$ cat src/common/axb_consts.svh
`ifndef AXB_CONSTS_SVH
`define AXB_CONSTS_SVH

// AXI burst and response encodings
`define AXB_BURST_INCR  2'h1
`define AXB_RESP_OKAY   2'h0
`define AXB_RESP_SLVERR 2'h2
`define AXB_RESP_DECERR 2'h3

// Completion status encodings
`define AXB_CPL_SC      3'h0
`define AXB_CPL_UR      3'h1
`define AXB_CPL_CRS     3'h2
`define AXB_CPL_CA      3'h4

// Timing
`define AXB_CLK_MHZ     125
`define AXB_CFG_TMO_US  50
`define AXB_CFG_TMO_CYC (`AXB_CFG_TMO_US * `AXB_CLK_MHZ)
`define AXB_TMR_W       24

// Filler read data for error answers
`define AXB_DATA_ONES   32'hffff_ffff

`endif

$ cat src/common/axb_pkg.sv
package axb_pkg;

	typedef enum logic [1:0] {
		AXB_MRD,
		AXB_MWR,
		AXB_CFGRD,
		AXB_CFGWR
	} axb_kind_t;

	typedef struct packed {
		axb_kind_t   kind;
		logic [7:0]  tag;
		logic [31:0] addr;
		logic [7:0]  len;
		logic [31:0] data;
		logic        last;
	} axb_req_t;

	typedef struct packed {
		logic [15:0] req_id;
		logic [7:0]  tag;
		logic [2:0]  status;
		logic        poisoned;
		logic [31:0] data;
		logic        last;
	} axb_cpl_t;

	typedef struct packed {
		logic       is_write;
		logic       is_cfg;
		logic [3:0] id;
		logic [7:0] len;
	} axb_ent_t;

endpackage : axb_pkg

$ cat src/rtl/axb_cpl_timer.sv
`timescale 1ns/100ps
`include "axb_consts.svh"

module axb_cpl_timer
	import axb_pkg::*;
#(
	parameter int TW = `AXB_TMR_W
) (
	input  wire logic          mclk_i,
	input  wire logic          rst_i,
	input  wire logic          run_i,
	input  wire logic [TW-1:0] limit_i,
	output logic               expired_o
);

	logic [TW-1:0] cnt_q;

	always_ff @(posedge mclk_i) begin
		if (rst_i || !run_i) begin
			cnt_q <= '0;
		end else if (cnt_q != limit_i) begin
			cnt_q <= cnt_q + {{(TW-1){1'b0}}, 1'b1};
		end
	end

	assign expired_o = run_i && (cnt_q == limit_i);

	a_tmr_limit: assert property (@(posedge mclk_i) disable iff (rst_i)
		$rose(expired_o) |-> run_i && $past(run_i) && cnt_q == limit_i)
		else $error("timer expired before its limit");

endmodule : axb_cpl_timer

$ cat src/rtl/axb_tag_table.sv
`timescale 1ns/100ps
`include "axb_consts.svh"

module axb_tag_table
	import axb_pkg::*;
#(
	parameter int NENT = 4,
	parameter int IW   = $clog2(NENT)
) (
	input  wire logic            mclk_i,
	input  wire logic            rst_i,
	input  wire logic            alloc_i,
	input  wire axb_ent_t        alloc_ent_i,
	input  wire logic            free_i,
	input  wire logic [IW-1:0]   free_idx_i,
	input  wire logic [15:0]     own_req_id_i,
	input  wire logic [15:0]     lk_req_id_i,
	input  wire logic [7:0]      lk_tag_i,
	input  wire logic [IW-1:0]   rd_idx_i,
	output logic                 hit_o,
	output logic [IW-1:0]        hit_idx_o,
	output axb_ent_t             hit_ent_o,
	output axb_ent_t             rd_ent_o,
	output logic                 any_free_o,
	output logic [IW-1:0]        free_slot_o,
	output logic [NENT-1:0]      valid_o
);

	axb_ent_t        ent_q [NENT];
	logic [NENT-1:0] valid_q;

	always_comb begin
		any_free_o  = 1'b0;
		free_slot_o = '0;
		for (int i = NENT - 1; i >= 0; i--) begin
			if (!valid_q[i]) begin
				any_free_o  = 1'b1;
				free_slot_o = IW'(i);
			end
		end
	end

	// Tag is the slot index, so the match is a direct index check
	always_comb begin
		hit_idx_o = lk_tag_i[IW-1:0];
		hit_o     = (lk_req_id_i == own_req_id_i) && (lk_tag_i < 8'(NENT))
			&& valid_q[lk_tag_i[IW-1:0]];
		hit_ent_o = ent_q[lk_tag_i[IW-1:0]];
	end

	assign rd_ent_o = ent_q[rd_idx_i];
	assign valid_o  = valid_q;

	always_ff @(posedge mclk_i) begin
		if (rst_i) begin
			valid_q <= '0;
		end else begin
			if (free_i) begin
				valid_q[free_idx_i] <= 1'b0;
			end
			if (alloc_i) begin
				valid_q[free_slot_o] <= 1'b1;
			end
		end
	end

	always_ff @(posedge mclk_i) begin
		if (alloc_i) begin
			ent_q[free_slot_o] <= alloc_ent_i;
		end
	end

	a_match_valid: assert property (@(posedge mclk_i) disable iff (rst_i)
		hit_o |-> valid_q[hit_idx_o] && lk_req_id_i == own_req_id_i)
		else $error("completion matched a free slot");

endmodule : axb_tag_table

$ cat src/rtl/axb_bridge_err.sv
`timescale 1ns/100ps
`include "axb_consts.svh"

// What this block does
// - Any AXI burst type other than incrementing is an illegal burst, with a strobe.
// - Illegal read burst: SLVERR on every beat, filler data, nothing forwarded.
// - Illegal write burst: all write data swallowed, SLVERR write response.
// - Non-posted requests wait for a completion; posted writes finish at once.
// - Each completion is matched on requester ID and tag against outstanding slots.
// - Unmatched completion is dropped with a strobe; other traffic carries on.
// - Unsupported Request status: strobe, DECERR answer with filler data.
// - Reserved status encodings are handled as Unsupported Request.
// - Config requests time out after a fixed parameter cycle count from issue.
// - Memory reads time out after the count derived from Device Control 2.
// - Timeout: strobe and end the request (read or config write); response code chosen by parameter.
// - Poisoned completion: data dropped, strobe, SLVERR with filler data.
// - Completer Abort status: strobe, SLVERR with filler data.
module axb_bridge_err
	import axb_pkg::*;
#(
	parameter int          NENT        = 4,
	parameter int          TW          = `AXB_TMR_W,
	parameter logic [23:0] CFG_TMO_CYC = 24'(`AXB_CFG_TMO_CYC),
	parameter bit          TMO_OKAY    = 1'b1
) (
	input  wire logic          mclk_i,
	input  wire logic          rst_i,
	input  wire logic [15:0]   own_req_id_i,
	input  wire logic [TW-1:0] mem_tmo_cyc_i,
	input  wire logic          s_axi_awvalid_i,
	output logic               s_axi_awready_o,
	input  wire logic [3:0]    s_axi_awid_i,
	input  wire logic [31:0]   s_axi_awaddr_i,
	input  wire logic [7:0]    s_axi_awlen_i,
	input  wire logic [1:0]    s_axi_awburst_i,
	input  wire logic          s_axi_awuser_i,
	input  wire logic          s_axi_wvalid_i,
	output logic               s_axi_wready_o,
	input  wire logic [31:0]   s_axi_wdata_i,
	input  wire logic          s_axi_wlast_i,
	output logic               s_axi_bvalid_o,
	input  wire logic          s_axi_bready_i,
	output logic [3:0]         s_axi_bid_o,
	output logic [1:0]         s_axi_bresp_o,
	input  wire logic          s_axi_arvalid_i,
	output logic               s_axi_arready_o,
	input  wire logic [3:0]    s_axi_arid_i,
	input  wire logic [31:0]   s_axi_araddr_i,
	input  wire logic [7:0]    s_axi_arlen_i,
	input  wire logic [1:0]    s_axi_arburst_i,
	input  wire logic          s_axi_aruser_i,
	output logic               s_axi_rvalid_o,
	input  wire logic          s_axi_rready_i,
	output logic [3:0]         s_axi_rid_o,
	output logic [31:0]        s_axi_rdata_o,
	output logic [1:0]         s_axi_rresp_o,
	output logic               s_axi_rlast_o,
	output logic               req_valid_o,
	input  wire logic          req_ready_i,
	output axb_req_t           req_o,
	input  wire logic          cpl_valid_i,
	output logic               cpl_ready_o,
	input  wire axb_cpl_t      cpl_i,
	output logic               illegal_burst_irq_o,
	output logic               unexpected_cpl_irq_o,
	output logic               unsupported_req_irq_o,
	output logic               cpl_timeout_irq_o,
	output logic               poisoned_cpl_irq_o,
	output logic               completer_abort_irq_o
);

	localparam int IW = $clog2(NENT);

	typedef enum logic [1:0] {S_IDLE, S_FWD, S_DROP, S_RESP} axb_eng_st_t;
	typedef enum logic [1:0] {W_IDLE, W_FWD, W_DISC} axb_wst_t;

	axb_eng_st_t     st_q;
	axb_wst_t        wst_q;
	logic            arp_q, arp_bad_q, arp_cfg_q;
	logic [3:0]      arp_id_q;
	logic [31:0]     arp_addr_q;
	logic [7:0]      arp_len_q;
	logic [3:0]      aw_id_q;
	logic [31:0]     aw_addr_q;
	logic [7:0]      aw_len_q;
	logic            aw_cfg_q, first_q;
	logic [IW-1:0]   aw_tag_q;
	logic [NENT-1:0] iss_q, cfg_q, valid, tmo;
	logic            tmo_any;
	logic [IW-1:0]   tmo_idx;
	logic            hit, any_free;
	logic [IW-1:0]   hit_idx, free_slot;
	axb_ent_t        hit_ent, tmo_ent;
	logic [7:0]      cnt_q;
	logic [1:0]      rsp_q;
	logic [3:0]      id_q;
	logic            wr_q, pend_q;
	logic            r_v_q, b_v_q, req_v_q;
	logic            ar_hs, ar_bad, aw_hs, aw_bad, aw_need;
	logic            req_free, r_free, b_free;
	logic            w_take, disc_take, wb_load, rd_issue, alloc, free;
	logic [IW-1:0]   free_idx;
	axb_ent_t        alloc_ent;
	logic            d_ib, d_tmo, d_cpl, d_unexp, d_ur, d_ca, d_ep, c_ur, c_ca;
	logic            eng_r_load, eng_b_load, cpl_take;
	logic [5:0]      irq_q;

	assign ar_bad   = s_axi_arburst_i != `AXB_BURST_INCR;
	assign aw_bad   = s_axi_awburst_i != `AXB_BURST_INCR;
	assign aw_need  = s_axi_awuser_i && !aw_bad;
	assign ar_hs    = s_axi_arvalid_i && s_axi_arready_o;
	assign aw_hs    = s_axi_awvalid_i && s_axi_awready_o;
	assign req_free = !req_v_q || req_ready_i;
	assign r_free   = !r_v_q || s_axi_rready_i;
	assign b_free   = !b_v_q || s_axi_bready_i;

	// One illegal burst per cycle keeps one strobe per request
	assign s_axi_arready_o = !arp_q;
	assign s_axi_awready_o = (wst_q == W_IDLE) && !(ar_hs && ar_bad)
		&& (!aw_need || any_free);

	assign w_take    = (wst_q == W_FWD) && s_axi_wvalid_i && req_free
		&& (!s_axi_wlast_i || aw_cfg_q || b_free);
	assign disc_take = (wst_q == W_DISC) && s_axi_wvalid_i && (!s_axi_wlast_i || b_free);
	assign s_axi_wready_o = w_take || disc_take;
	assign wb_load   = s_axi_wlast_i && ((w_take && !aw_cfg_q) || disc_take);

	assign rd_issue  = arp_q && !arp_bad_q && any_free && !(aw_hs && aw_need)
		&& req_free && (wst_q != W_FWD);
	assign alloc     = (aw_hs && aw_need) || rd_issue;
	assign alloc_ent = rd_issue ? axb_ent_t'{1'b0, arp_cfg_q, arp_id_q, arp_len_q}
		: axb_ent_t'{1'b1, 1'b1, s_axi_awid_i, s_axi_awlen_i};

	always_ff @(posedge mclk_i) begin
		if (rst_i) begin
			arp_q <= 1'b0;
		end else if (ar_hs) begin
			arp_q <= 1'b1;
		end else if (rd_issue || d_ib) begin
			arp_q <= 1'b0;
		end
	end

	always_ff @(posedge mclk_i) begin
		if (ar_hs) begin
			arp_bad_q  <= ar_bad;
			arp_cfg_q  <= s_axi_aruser_i;
			arp_id_q   <= s_axi_arid_i;
			arp_addr_q <= s_axi_araddr_i;
			arp_len_q  <= s_axi_arlen_i;
		end
	end

	always_ff @(posedge mclk_i) begin
		if (rst_i) begin
			wst_q <= W_IDLE;
		end else begin
			case (wst_q)
				W_IDLE: if (aw_hs) wst_q <= aw_bad ? W_DISC : W_FWD;
				W_FWD: if (w_take && s_axi_wlast_i) wst_q <= W_IDLE;
				W_DISC: if (disc_take && s_axi_wlast_i) wst_q <= W_IDLE;
				default: wst_q <= W_IDLE;
			endcase
		end
	end

	always_ff @(posedge mclk_i) begin
		if (aw_hs) begin
			aw_id_q   <= s_axi_awid_i;
			aw_addr_q <= s_axi_awaddr_i;
			aw_len_q  <= s_axi_awlen_i;
			aw_cfg_q  <= s_axi_awuser_i;
			aw_tag_q  <= free_slot;
			first_q   <= 1'b1;
		end else if (w_take) begin
			first_q   <= 1'b0;
		end
	end

	// Outbound request register
	always_ff @(posedge mclk_i) begin
		if (rst_i) begin
			req_v_q <= 1'b0;
		end else if (w_take || rd_issue) begin
			req_v_q <= 1'b1;
		end else if (req_ready_i) begin
			req_v_q <= 1'b0;
		end
	end

	always_ff @(posedge mclk_i) begin
		if (rst_i) begin
			req_o <= '0;
		end else if (w_take) begin
			req_o <= '{aw_cfg_q ? AXB_CFGWR : AXB_MWR, 8'(aw_tag_q), aw_addr_q,
				aw_len_q, s_axi_wdata_i, s_axi_wlast_i};
		end else if (rd_issue) begin
			req_o <= '{arp_cfg_q ? AXB_CFGRD : AXB_MRD, 8'(free_slot), arp_addr_q,
				arp_len_q, 32'h0000_0000, 1'b1};
		end
	end
	assign req_valid_o = req_v_q;

	// Timers count from the cycle the request is issued
	always_ff @(posedge mclk_i) begin
		if (rst_i) begin
			iss_q <= '0;
		end else begin
			if (free) iss_q[free_idx] <= 1'b0;
			if (rd_issue) iss_q[free_slot] <= 1'b1;
			if (w_take && first_q && aw_cfg_q) iss_q[aw_tag_q] <= 1'b1;
		end
	end

	// Per-slot config flag picks the timeout source
	always_ff @(posedge mclk_i) begin
		if (alloc) begin
			cfg_q[free_slot] <= alloc_ent.is_cfg;
		end
	end

	axb_tag_table #(.NENT(NENT)) u_tags (
		.mclk_i       (mclk_i),
		.rst_i        (rst_i),
		.alloc_i      (alloc),
		.alloc_ent_i  (alloc_ent),
		.free_i       (free),
		.free_idx_i   (free_idx),
		.own_req_id_i (own_req_id_i),
		.lk_req_id_i  (cpl_i.req_id),
		.lk_tag_i     (cpl_i.tag),
		.rd_idx_i     (tmo_idx),
		.hit_o        (hit),
		.hit_idx_o    (hit_idx),
		.hit_ent_o    (hit_ent),
		.rd_ent_o     (tmo_ent),
		.any_free_o   (any_free),
		.free_slot_o  (free_slot),
		.valid_o      (valid)
	);

	for (genvar g = 0; g < NENT; g++) begin : g_tmr
		axb_cpl_timer #(.TW(TW)) u_tmr (
			.mclk_i    (mclk_i),
			.rst_i     (rst_i),
			.run_i     (valid[g] && iss_q[g]),
			.limit_i   (cfg_q[g] ? TW'(CFG_TMO_CYC) : mem_tmo_cyc_i),
			.expired_o (tmo[g])
		);
	end

	always_comb begin
		tmo_any = |tmo;
		tmo_idx = '0;
		for (int i = NENT - 1; i >= 0; i--) begin
			if (tmo[i]) tmo_idx = IW'(i);
		end
	end

	// Response engine decisions, one event per idle cycle
	assign c_ur   = (cpl_i.status != `AXB_CPL_SC) && (cpl_i.status != `AXB_CPL_CA)
		&& (cpl_i.status != `AXB_CPL_CRS);
	assign c_ca   = cpl_i.status == `AXB_CPL_CA;
	assign d_ib   = (st_q == S_IDLE) && arp_q && arp_bad_q;
	assign d_tmo  = (st_q == S_IDLE) && !d_ib && tmo_any;
	assign d_cpl  = (st_q == S_IDLE) && !d_ib && !tmo_any && cpl_valid_i;
	assign d_unexp = d_cpl && !hit;
	assign d_ur   = d_cpl && hit && c_ur;
	assign d_ca   = d_cpl && hit && c_ca;
	assign d_ep   = d_cpl && hit && !c_ur && !c_ca && cpl_i.poisoned;
	assign free     = d_tmo || (d_cpl && hit);
	assign free_idx = d_tmo ? tmo_idx : hit_idx;

	always_ff @(posedge mclk_i) begin
		if (rst_i) begin
			st_q <= S_IDLE;
		end else begin
			case (st_q)
				S_IDLE: begin
					if (d_ib) begin
						st_q <= S_RESP;
					end else if (d_tmo) begin
						st_q <= S_RESP;
					end else if (d_cpl) begin
						st_q <= (hit && !hit_ent.is_write && !c_ur && !c_ca
							&& !cpl_i.poisoned) ? S_FWD : S_DROP;
					end
				end
				S_FWD: if (cpl_take && cpl_i.last) st_q <= S_IDLE;
				S_DROP: if (cpl_take && cpl_i.last) st_q <= pend_q ? S_RESP : S_IDLE;
				S_RESP: begin
					if (eng_b_load || (eng_r_load && cnt_q == 8'h00)) st_q <= S_IDLE;
				end
				default: st_q <= S_IDLE;
			endcase
		end
	end

	always_ff @(posedge mclk_i) begin
		if (rst_i) begin
			{cnt_q, rsp_q, id_q, wr_q, pend_q} <= '0;
		end else if (d_ib) begin
			{cnt_q, rsp_q, id_q, wr_q} <= {arp_len_q, `AXB_RESP_SLVERR, arp_id_q, 1'b0};
		end else if (d_tmo) begin
			cnt_q <= tmo_ent.len;
			rsp_q <= TMO_OKAY ? `AXB_RESP_OKAY : `AXB_RESP_SLVERR;
			{id_q, wr_q} <= {tmo_ent.id, tmo_ent.is_write};
		end else if (d_cpl) begin
			pend_q <= hit;
			{cnt_q, id_q, wr_q} <= {hit_ent.len, hit_ent.id, hit_ent.is_write};
			rsp_q <= c_ur ? `AXB_RESP_DECERR : (c_ca || cpl_i.poisoned
				|| cpl_i.status == `AXB_CPL_CRS) ? `AXB_RESP_SLVERR : `AXB_RESP_OKAY;
		end else if (eng_r_load) begin
			cnt_q <= cnt_q - 8'h01;
		end
	end

	assign cpl_take    = cpl_valid_i && cpl_ready_o;
	assign cpl_ready_o = ((st_q == S_FWD) && r_free) || (st_q == S_DROP);
	assign eng_r_load  = (((st_q == S_FWD) && cpl_valid_i) || ((st_q == S_RESP) && !wr_q))
		&& r_free;
	assign eng_b_load  = (st_q == S_RESP) && wr_q && b_free && !wb_load;

	always_ff @(posedge mclk_i) begin
		if (rst_i) begin
			r_v_q <= 1'b0;
			{s_axi_rid_o, s_axi_rdata_o, s_axi_rresp_o, s_axi_rlast_o} <= '0;
		end else if (eng_r_load) begin
			r_v_q         <= 1'b1;
			s_axi_rid_o   <= id_q;
			s_axi_rdata_o <= (st_q == S_FWD) ? cpl_i.data : `AXB_DATA_ONES;
			s_axi_rresp_o <= (st_q == S_FWD) ? `AXB_RESP_OKAY : rsp_q;
			s_axi_rlast_o <= cnt_q == 8'h00;
		end else if (s_axi_rready_i) begin
			r_v_q <= 1'b0;
		end
	end
	assign s_axi_rvalid_o = r_v_q;

	always_ff @(posedge mclk_i) begin
		if (rst_i) begin
			b_v_q <= 1'b0;
			{s_axi_bid_o, s_axi_bresp_o} <= '0;
		end else if (wb_load) begin
			b_v_q         <= 1'b1;
			s_axi_bid_o   <= aw_id_q;
			s_axi_bresp_o <= disc_take ? `AXB_RESP_SLVERR : `AXB_RESP_OKAY;
		end else if (eng_b_load) begin
			b_v_q         <= 1'b1;
			s_axi_bid_o   <= id_q;
			s_axi_bresp_o <= rsp_q;
		end else if (s_axi_bready_i) begin
			b_v_q <= 1'b0;
		end
	end
	assign s_axi_bvalid_o = b_v_q;

	// Error strobes, one cycle each
	always_ff @(posedge mclk_i) begin
		if (rst_i) begin
			irq_q <= '0;
		end else begin
			irq_q <= {(ar_hs && ar_bad) || (aw_hs && aw_bad), d_unexp, d_ur, d_tmo,
				d_ep, d_ca};
		end
	end
	assign {illegal_burst_irq_o, unexpected_cpl_irq_o, unsupported_req_irq_o,
		cpl_timeout_irq_o, poisoned_cpl_irq_o, completer_abort_irq_o} = irq_q;

	a_ib_strobe: assert property (@(posedge mclk_i) disable iff (rst_i)
		(ar_hs && ar_bad) |=> illegal_burst_irq_o)
		else $error("illegal read burst gave no strobe");
	a_ib_rd_slverr: assert property (@(posedge mclk_i) disable iff (rst_i)
		d_ib |-> !rd_issue ##1 (st_q == S_RESP && rsp_q == `AXB_RESP_SLVERR && cnt_q == arp_len_q))
		else $error("illegal read burst not answered with SLVERR");
	a_ib_wr_slverr: assert property (@(posedge mclk_i) disable iff (rst_i)
		(disc_take && s_axi_wlast_i) |=> s_axi_bvalid_o && s_axi_bresp_o == `AXB_RESP_SLVERR)
		else $error("illegal write burst not answered with SLVERR");
	a_posted_b: assert property (@(posedge mclk_i) disable iff (rst_i)
		(w_take && s_axi_wlast_i && !aw_cfg_q) |=> s_axi_bvalid_o && s_axi_bresp_o == `AXB_RESP_OKAY)
		else $error("posted write did not finish at once");
	a_unexp_drop: assert property (@(posedge mclk_i) disable iff (rst_i)
		d_unexp |=> unexpected_cpl_irq_o && st_q == S_DROP && !unsupported_req_irq_o)
		else $error("unexpected completion not dropped");
	a_ur_decerr: assert property (@(posedge mclk_i) disable iff (rst_i)
		d_ur |=> unsupported_req_irq_o && rsp_q == `AXB_RESP_DECERR)
		else $error("unsupported request not answered with DECERR");
	a_rsvd_as_ur: assert property (@(posedge mclk_i) disable iff (rst_i)
		(d_cpl && hit && cpl_i.status > `AXB_CPL_CA) |=> unsupported_req_irq_o)
		else $error("reserved status not treated as unsupported");
	a_tmo_end: assert property (@(posedge mclk_i) disable iff (rst_i)
		d_tmo |=> cpl_timeout_irq_o && st_q == S_RESP && !valid[$past(tmo_idx)])
		else $error("timeout did not end the request");
	a_ep_slverr: assert property (@(posedge mclk_i) disable iff (rst_i)
		d_ep |=> poisoned_cpl_irq_o && st_q == S_DROP && rsp_q == `AXB_RESP_SLVERR)
		else $error("poisoned completion mishandled");
	a_ca_slverr: assert property (@(posedge mclk_i) disable iff (rst_i)
		d_ca |=> completer_abort_irq_o && rsp_q == `AXB_RESP_SLVERR)
		else $error("completer abort not answered with SLVERR");
	a_strobe_once: assert property (@(posedge mclk_i) disable iff (rst_i)
		cpl_timeout_irq_o |=> !cpl_timeout_irq_o)
		else $error("timeout strobe longer than one cycle");

	c_good_read: cover property (@(posedge mclk_i) disable iff (rst_i)
		st_q == S_FWD ##[1:20] (s_axi_rvalid_o && s_axi_rlast_o));
	c_timeout: cover property (@(posedge mclk_i) disable iff (rst_i) d_tmo);
	c_unexpected: cover property (@(posedge mclk_i) disable iff (rst_i) d_unexp);
	c_ill_write: cover property (@(posedge mclk_i) disable iff (rst_i) disc_take && s_axi_wlast_i);

endmodule : axb_bridge_err

$ cat config.mk
export PLATFORM = sky130hd
export DESIGN_NAME = axb_bridge_err
export DESIGN_NICKNAME = d
export VERILOG_FILES = /design/src/common/axb_pkg.sv /design/src/rtl/axb_cpl_timer.sv /design/src/rtl/axb_tag_table.sv /design/src/rtl/axb_bridge_err.sv
export VERILOG_INCLUDE_DIRS = /design/src /design/src/common
export SDC_FILE = /design/constraint.sdc
export NUM_CORES = 1
export LEC_CHECK = 0
export ABC_AREA = 1
export BUFFER_PORTS_ARGS = -buffer_cell sky130_fd_sc_hd__buf_4
export CAP_MARGIN = 20
export CORE_MARGIN = 5
export CORE_UTILIZATION = 45
export DETAILED_ROUTE_END_ITERATION = 8
export GPL_TIMING_DRIVEN = 0
export PLACE_DENSITY = 0.75
export SYNTH_ARGS = -nofsm -noshare
export SYNTH_HDL_FRONTEND = slang
export SYNTH_SLANG_ARGS = --single-unit
$ cat constraint.sdc
create_clock -name mclk_i -period 3.5 [get_ports mclk_i]
set_input_delay 0.35 -clock mclk_i [delete_from_list [all_inputs] [get_ports mclk_i]]
set_output_delay 0.35 -clock mclk_i [all_outputs]
set_load 0.1 [all_outputs]
==> impl_metrics.json <==
{
  "status": "completed",
  "period_needed_ns": 3.289,
  "drtPass1Iterations": 8,
  "io_buffers": 363,
  "yosysTopAreaCell": "dfxtp_1",
  "yosysTopAreaCellShare_pct": 25.70,
  "finClkSkew_ns": 0.02520,
  "synth_edf_count": 149,
  "layout_setup_ws_ns": 0.2106,
  "wl_um": 75070,
  "grt_setup_unrepaired": "false",
  "path_class": "register to register",
  "required_ns": 4.03,
  "regToRegStartpoint": "cfg_q[1]$_DFFE_PP_",
  "grt_pass1_wl_um": 114600,
  "synth_seq_cells": 406,
  "area_growth_pct": 31.82,
  "p_seq_share_pct": 38.7,
  "initial_utilization_pct": 45.37,
  "whs_path_depth": 3,
  "arrival_ns": 3.82,
  "yosys_warnings": 0,
  "clockBufferDepth": 3,
  "sw_frac_of_total_pct": 35.08,
  "power_density_nw_per_um2": 535.0,
  "pwr-share-clk_pct": 36.2,
  "grt_use_total_pct": 28.88,
  "viasPerCell": 5.473,
  "seq_area_frac_synth_pct": 48.05,
  "ys_types": 54,
  "grt_max_degree": 51,
  "cap_viol_max_count": 0,
  "cts_tree": "built",
  "cts_buffers": 45,
  "ir_drop_v": 0.0004647,
  "cts-root-buf": "clkbuf_16",
  "wl_met2_um": 36880,
  "row_count": 77,
  "r2r_end": "irq_q[1]$_SDFF_PP0_",
  "drv_slew": 0,
  "yosysMostFrequentCell": "nand2_1",
  "vias": 21078,
  "grt-ovfl-total": 0,
  "end_kind": "register",
  "cts.clk_slew.worst_paths_ns": 0.06,
  "drc": 0,
  "final_cells": 3851,
  "fin_util_pct": 59.81,
  "top_layer_used": "met4",
  "clock_latency_ns": 0.60,
  "min_from": "s_axi_wdata_i[30]",
  "pwr-share-comb_pct": 25.1,
  "htreeDepth": 2,
  "post-route-period-util_pct": 93.98,
  "total_leakage_power_uw": 0.01078,
  "routedWlPerCell_um": 19.49,
  "drive_gt1_share_pct": 15.63,
  "tns_ns": 0,
  "nNetsFinal": 3462,
  "async_flop_share_pct": 0,
  "crit_start": "cfg_q[1]$_DFFE_PP_",
  "rr_worst_depth": 18,
  "hold_viol": 0,
  "gp_congestion": 0.9810,
  "dieWidth_um": 220.9,
  "hold_class": "input port to register",
  "fmax_mhz": 304.0,
  "syn_area_per_cell_um2": 7.468,
  "antenna_found_initial": 2,
  "cts_setup_buffers": 0,
  "cts_sinks": 406,
  "grt_pass1_vias": 20761,
  "syn_area_um2": 20020,
  "power.switching_uw": 4954,
  "synth-main-ff-cell": "dfxtp_1",
  "slew_headroom_pct": 37.34,
  "min_to": "req_o[31]$_SDFFE_PP0P_",
  "critPathLaunchType": "register",
  "coreArea_um2": 44120,
  "dp.cells": 3641,
  "dieArea_um2": 48810,
  "met1_length_um": 27820,
  "tightest_slew_ns": 0.9399,
  "die_h_um": 220.9,
  "intPower_uw": 9166,
  "synth.area.top_cells": "dfxtp_1 (26%), edfxtp_1 (22%), nand2_1 (15%), inv_1 (4.7%), o21ai_0 (4.6%)",
  "met3WireLength_um": 7044,
  "synthCells": 2681,
  "ant_nets": 0,
  "setup_viol": 0,
  "place_ws_ns": -0.6243,
  "num_io_pins": 378,
  "yosys-top-cells-count": "nand2_1 (787), dfxtp_1 (257), inv_1 (253), nor2_1 (229), o21ai_0 (184)",
  "post-dp-hpwl_um": 53650,
  "path_max_fanout": 10,
  "first_iter_violations": 2234,
  "rrSetupSlack_ns": 0.21
}
-- per-layer routing --
layer	GRT usage [%]	vias up
met1	34.16	9747
met2	50.77	1143
met5	0	-
met4	11.46	0
met3	6.825	245
li1	-	9943
-- power groups by stage --
stage               Sequential [uW]  Clock (uW)  Combinational (uW)
floorplan                      6710           0                1160
global route                   5490        5330                3720
global placement               5540           0                3290
finish                         5460        5110                3550
detailed placement             5550           0                3340
CTS                            5450        5130                3480
-- cell usage in the layout, fill, tap and decap left out, types with 4 or more instances in the layout --
master / netlist / layout
nand2_1: 787 / 786
buf_4: 11 / 374
dfxtp_1: 257 / 257
inv_1: 253 / 253
nor2_1: 229 / 226
o21ai_0: 184 / 182
a21oi_1: 177 / 177
nand3_1: 166 / 166
edfxtp_1: 149 / 149
dlygate4sd3_1: 0 / 123
clkbuf_1: 82 / 85
nor3_1: 85 / 85
xor2_1: 53 / 53
clkbuf_16: 0 / 47
a31oi_1: 46 / 46
nand4_1: 38 / 38
nor4_1: 18 / 17
clkinv_1: 6 / 13
o21ai_1: 11 / 13
nand3b_1: 12 / 12
buf_2: 11 / 11
clkinv_2: 0 / 11
or2_2: 9 / 9
o211ai_1: 9 / 9
bufinv_16: 0 / 8
buf_6: 8 / 8
o31ai_1: 8 / 8
inv_2: 9 / 7
xnor2_1: 7 / 7
a21boi_0: 7 / 7
ha_1: 6 / 6
conb_1: 1 / 6
nor2_4: 1 / 4
o22ai_1: 4 / 4
-- registers in the layout (all words and copies together) (netlist names), 8 cells and up --
| signal | count |
|---|---|
| g_tmr.u_tmr.cnt_q | 96 |
| req_o | 77 |
| u_tags.ent_q | 52 |
| arp_addr_q | 32 |
| aw_addr_q | 32 |
| s_axi_rdata_o | 32 |
| arp_len_q | 8 |
| aw_len_q | 8 |
| cnt_q | 8 |
-- critical path: stages, from the launching register on --
cell,delay [ns]
edfxtp_1,0.48
inv_2,0.20
buf_2,0.26
nand2_1,0.09
nand2_1,0.08
nand2_1,0.05
nand3_1,0.10
nor2_1,0.05
nand2_1,0.08
nor2_1,0.07
nand3_2,0.15
nand2_4,0.10
nor2_4,0.16
nand3_2,0.10
buf_4,0.19
inv_2,0.16
nand3b_1,0.16
nor4_2,0.17
dlygate4sd3_1,0.57
-- through the flow --
stage / power [uW] / hold WS, ns / area, um^2
final: 14120 / 0.01614 / 26390
after floorplan: 7869 / 0.4281 / 20050
after detailed placement: 8885 / 0.4550 / 23520
after global routing: 14550 / 0.001166 / 26390
after global placement: 8830 / 0.4514 / 23520
after CTS: 14060 / 0.00002887 / 26340
-- cells by family (layout without fill, tap and decap cells) --
family | count (synthesis) | in the layout | share of synthesized area, %
compound gates | 461 | 461 | 12.44
xor+xnor | 60 | 60 | 2.625
fa+ha+maj | 6 | 6 | 0.3750
buf+inv | 382 | 952 | 7.750
flops | 406 | 406 | 48.05
other cells | 1 | 9 | 0.01873
simple gates | 1365 | 1365 | 28.74
-- how the worst max path moves through the flow --
| stage | slack [ns] | to | cells after the start |
|---|---|---|---|
| floorplan | 0.13 | req_o[70]$_SDFFE_PP0P_ | 15 |
| global placement | -0.55 | req_o[70]$_SDFFE_PP0P_ | 15 |
| detailed placement | -0.62 | req_o[70]$_SDFFE_PP0P_ | 15 |
| CTS | -0.04 | cfg_q[3]$_DFFE_PP_ | 12 |
| global route | 0.008 | irq_q[1]$_SDFF_PP0_ | 19 |
| finish | 0.21 | irq_q[1]$_SDFF_PP0_ | 18 |
-- cell type report --
cell class,instances,area [um^2]
sequential,406,9619
fill,3902,17730
clock inverter,33,386.6
clock buffer,51,1191
timing repair buffer,486,3956
tap,592,740.7
multi-input combinational,1898,8905
buffer,113,540.5
antenna,3,7.507
inverter,269,1045
-- repair_timing --
item,in CTS,in global routing
resized for setup,5,12
endpoints found under the hold margin,122,0
setup endpoints to repair,152,74
hold buffers,123,0
(Power assumes the default switching activity.)
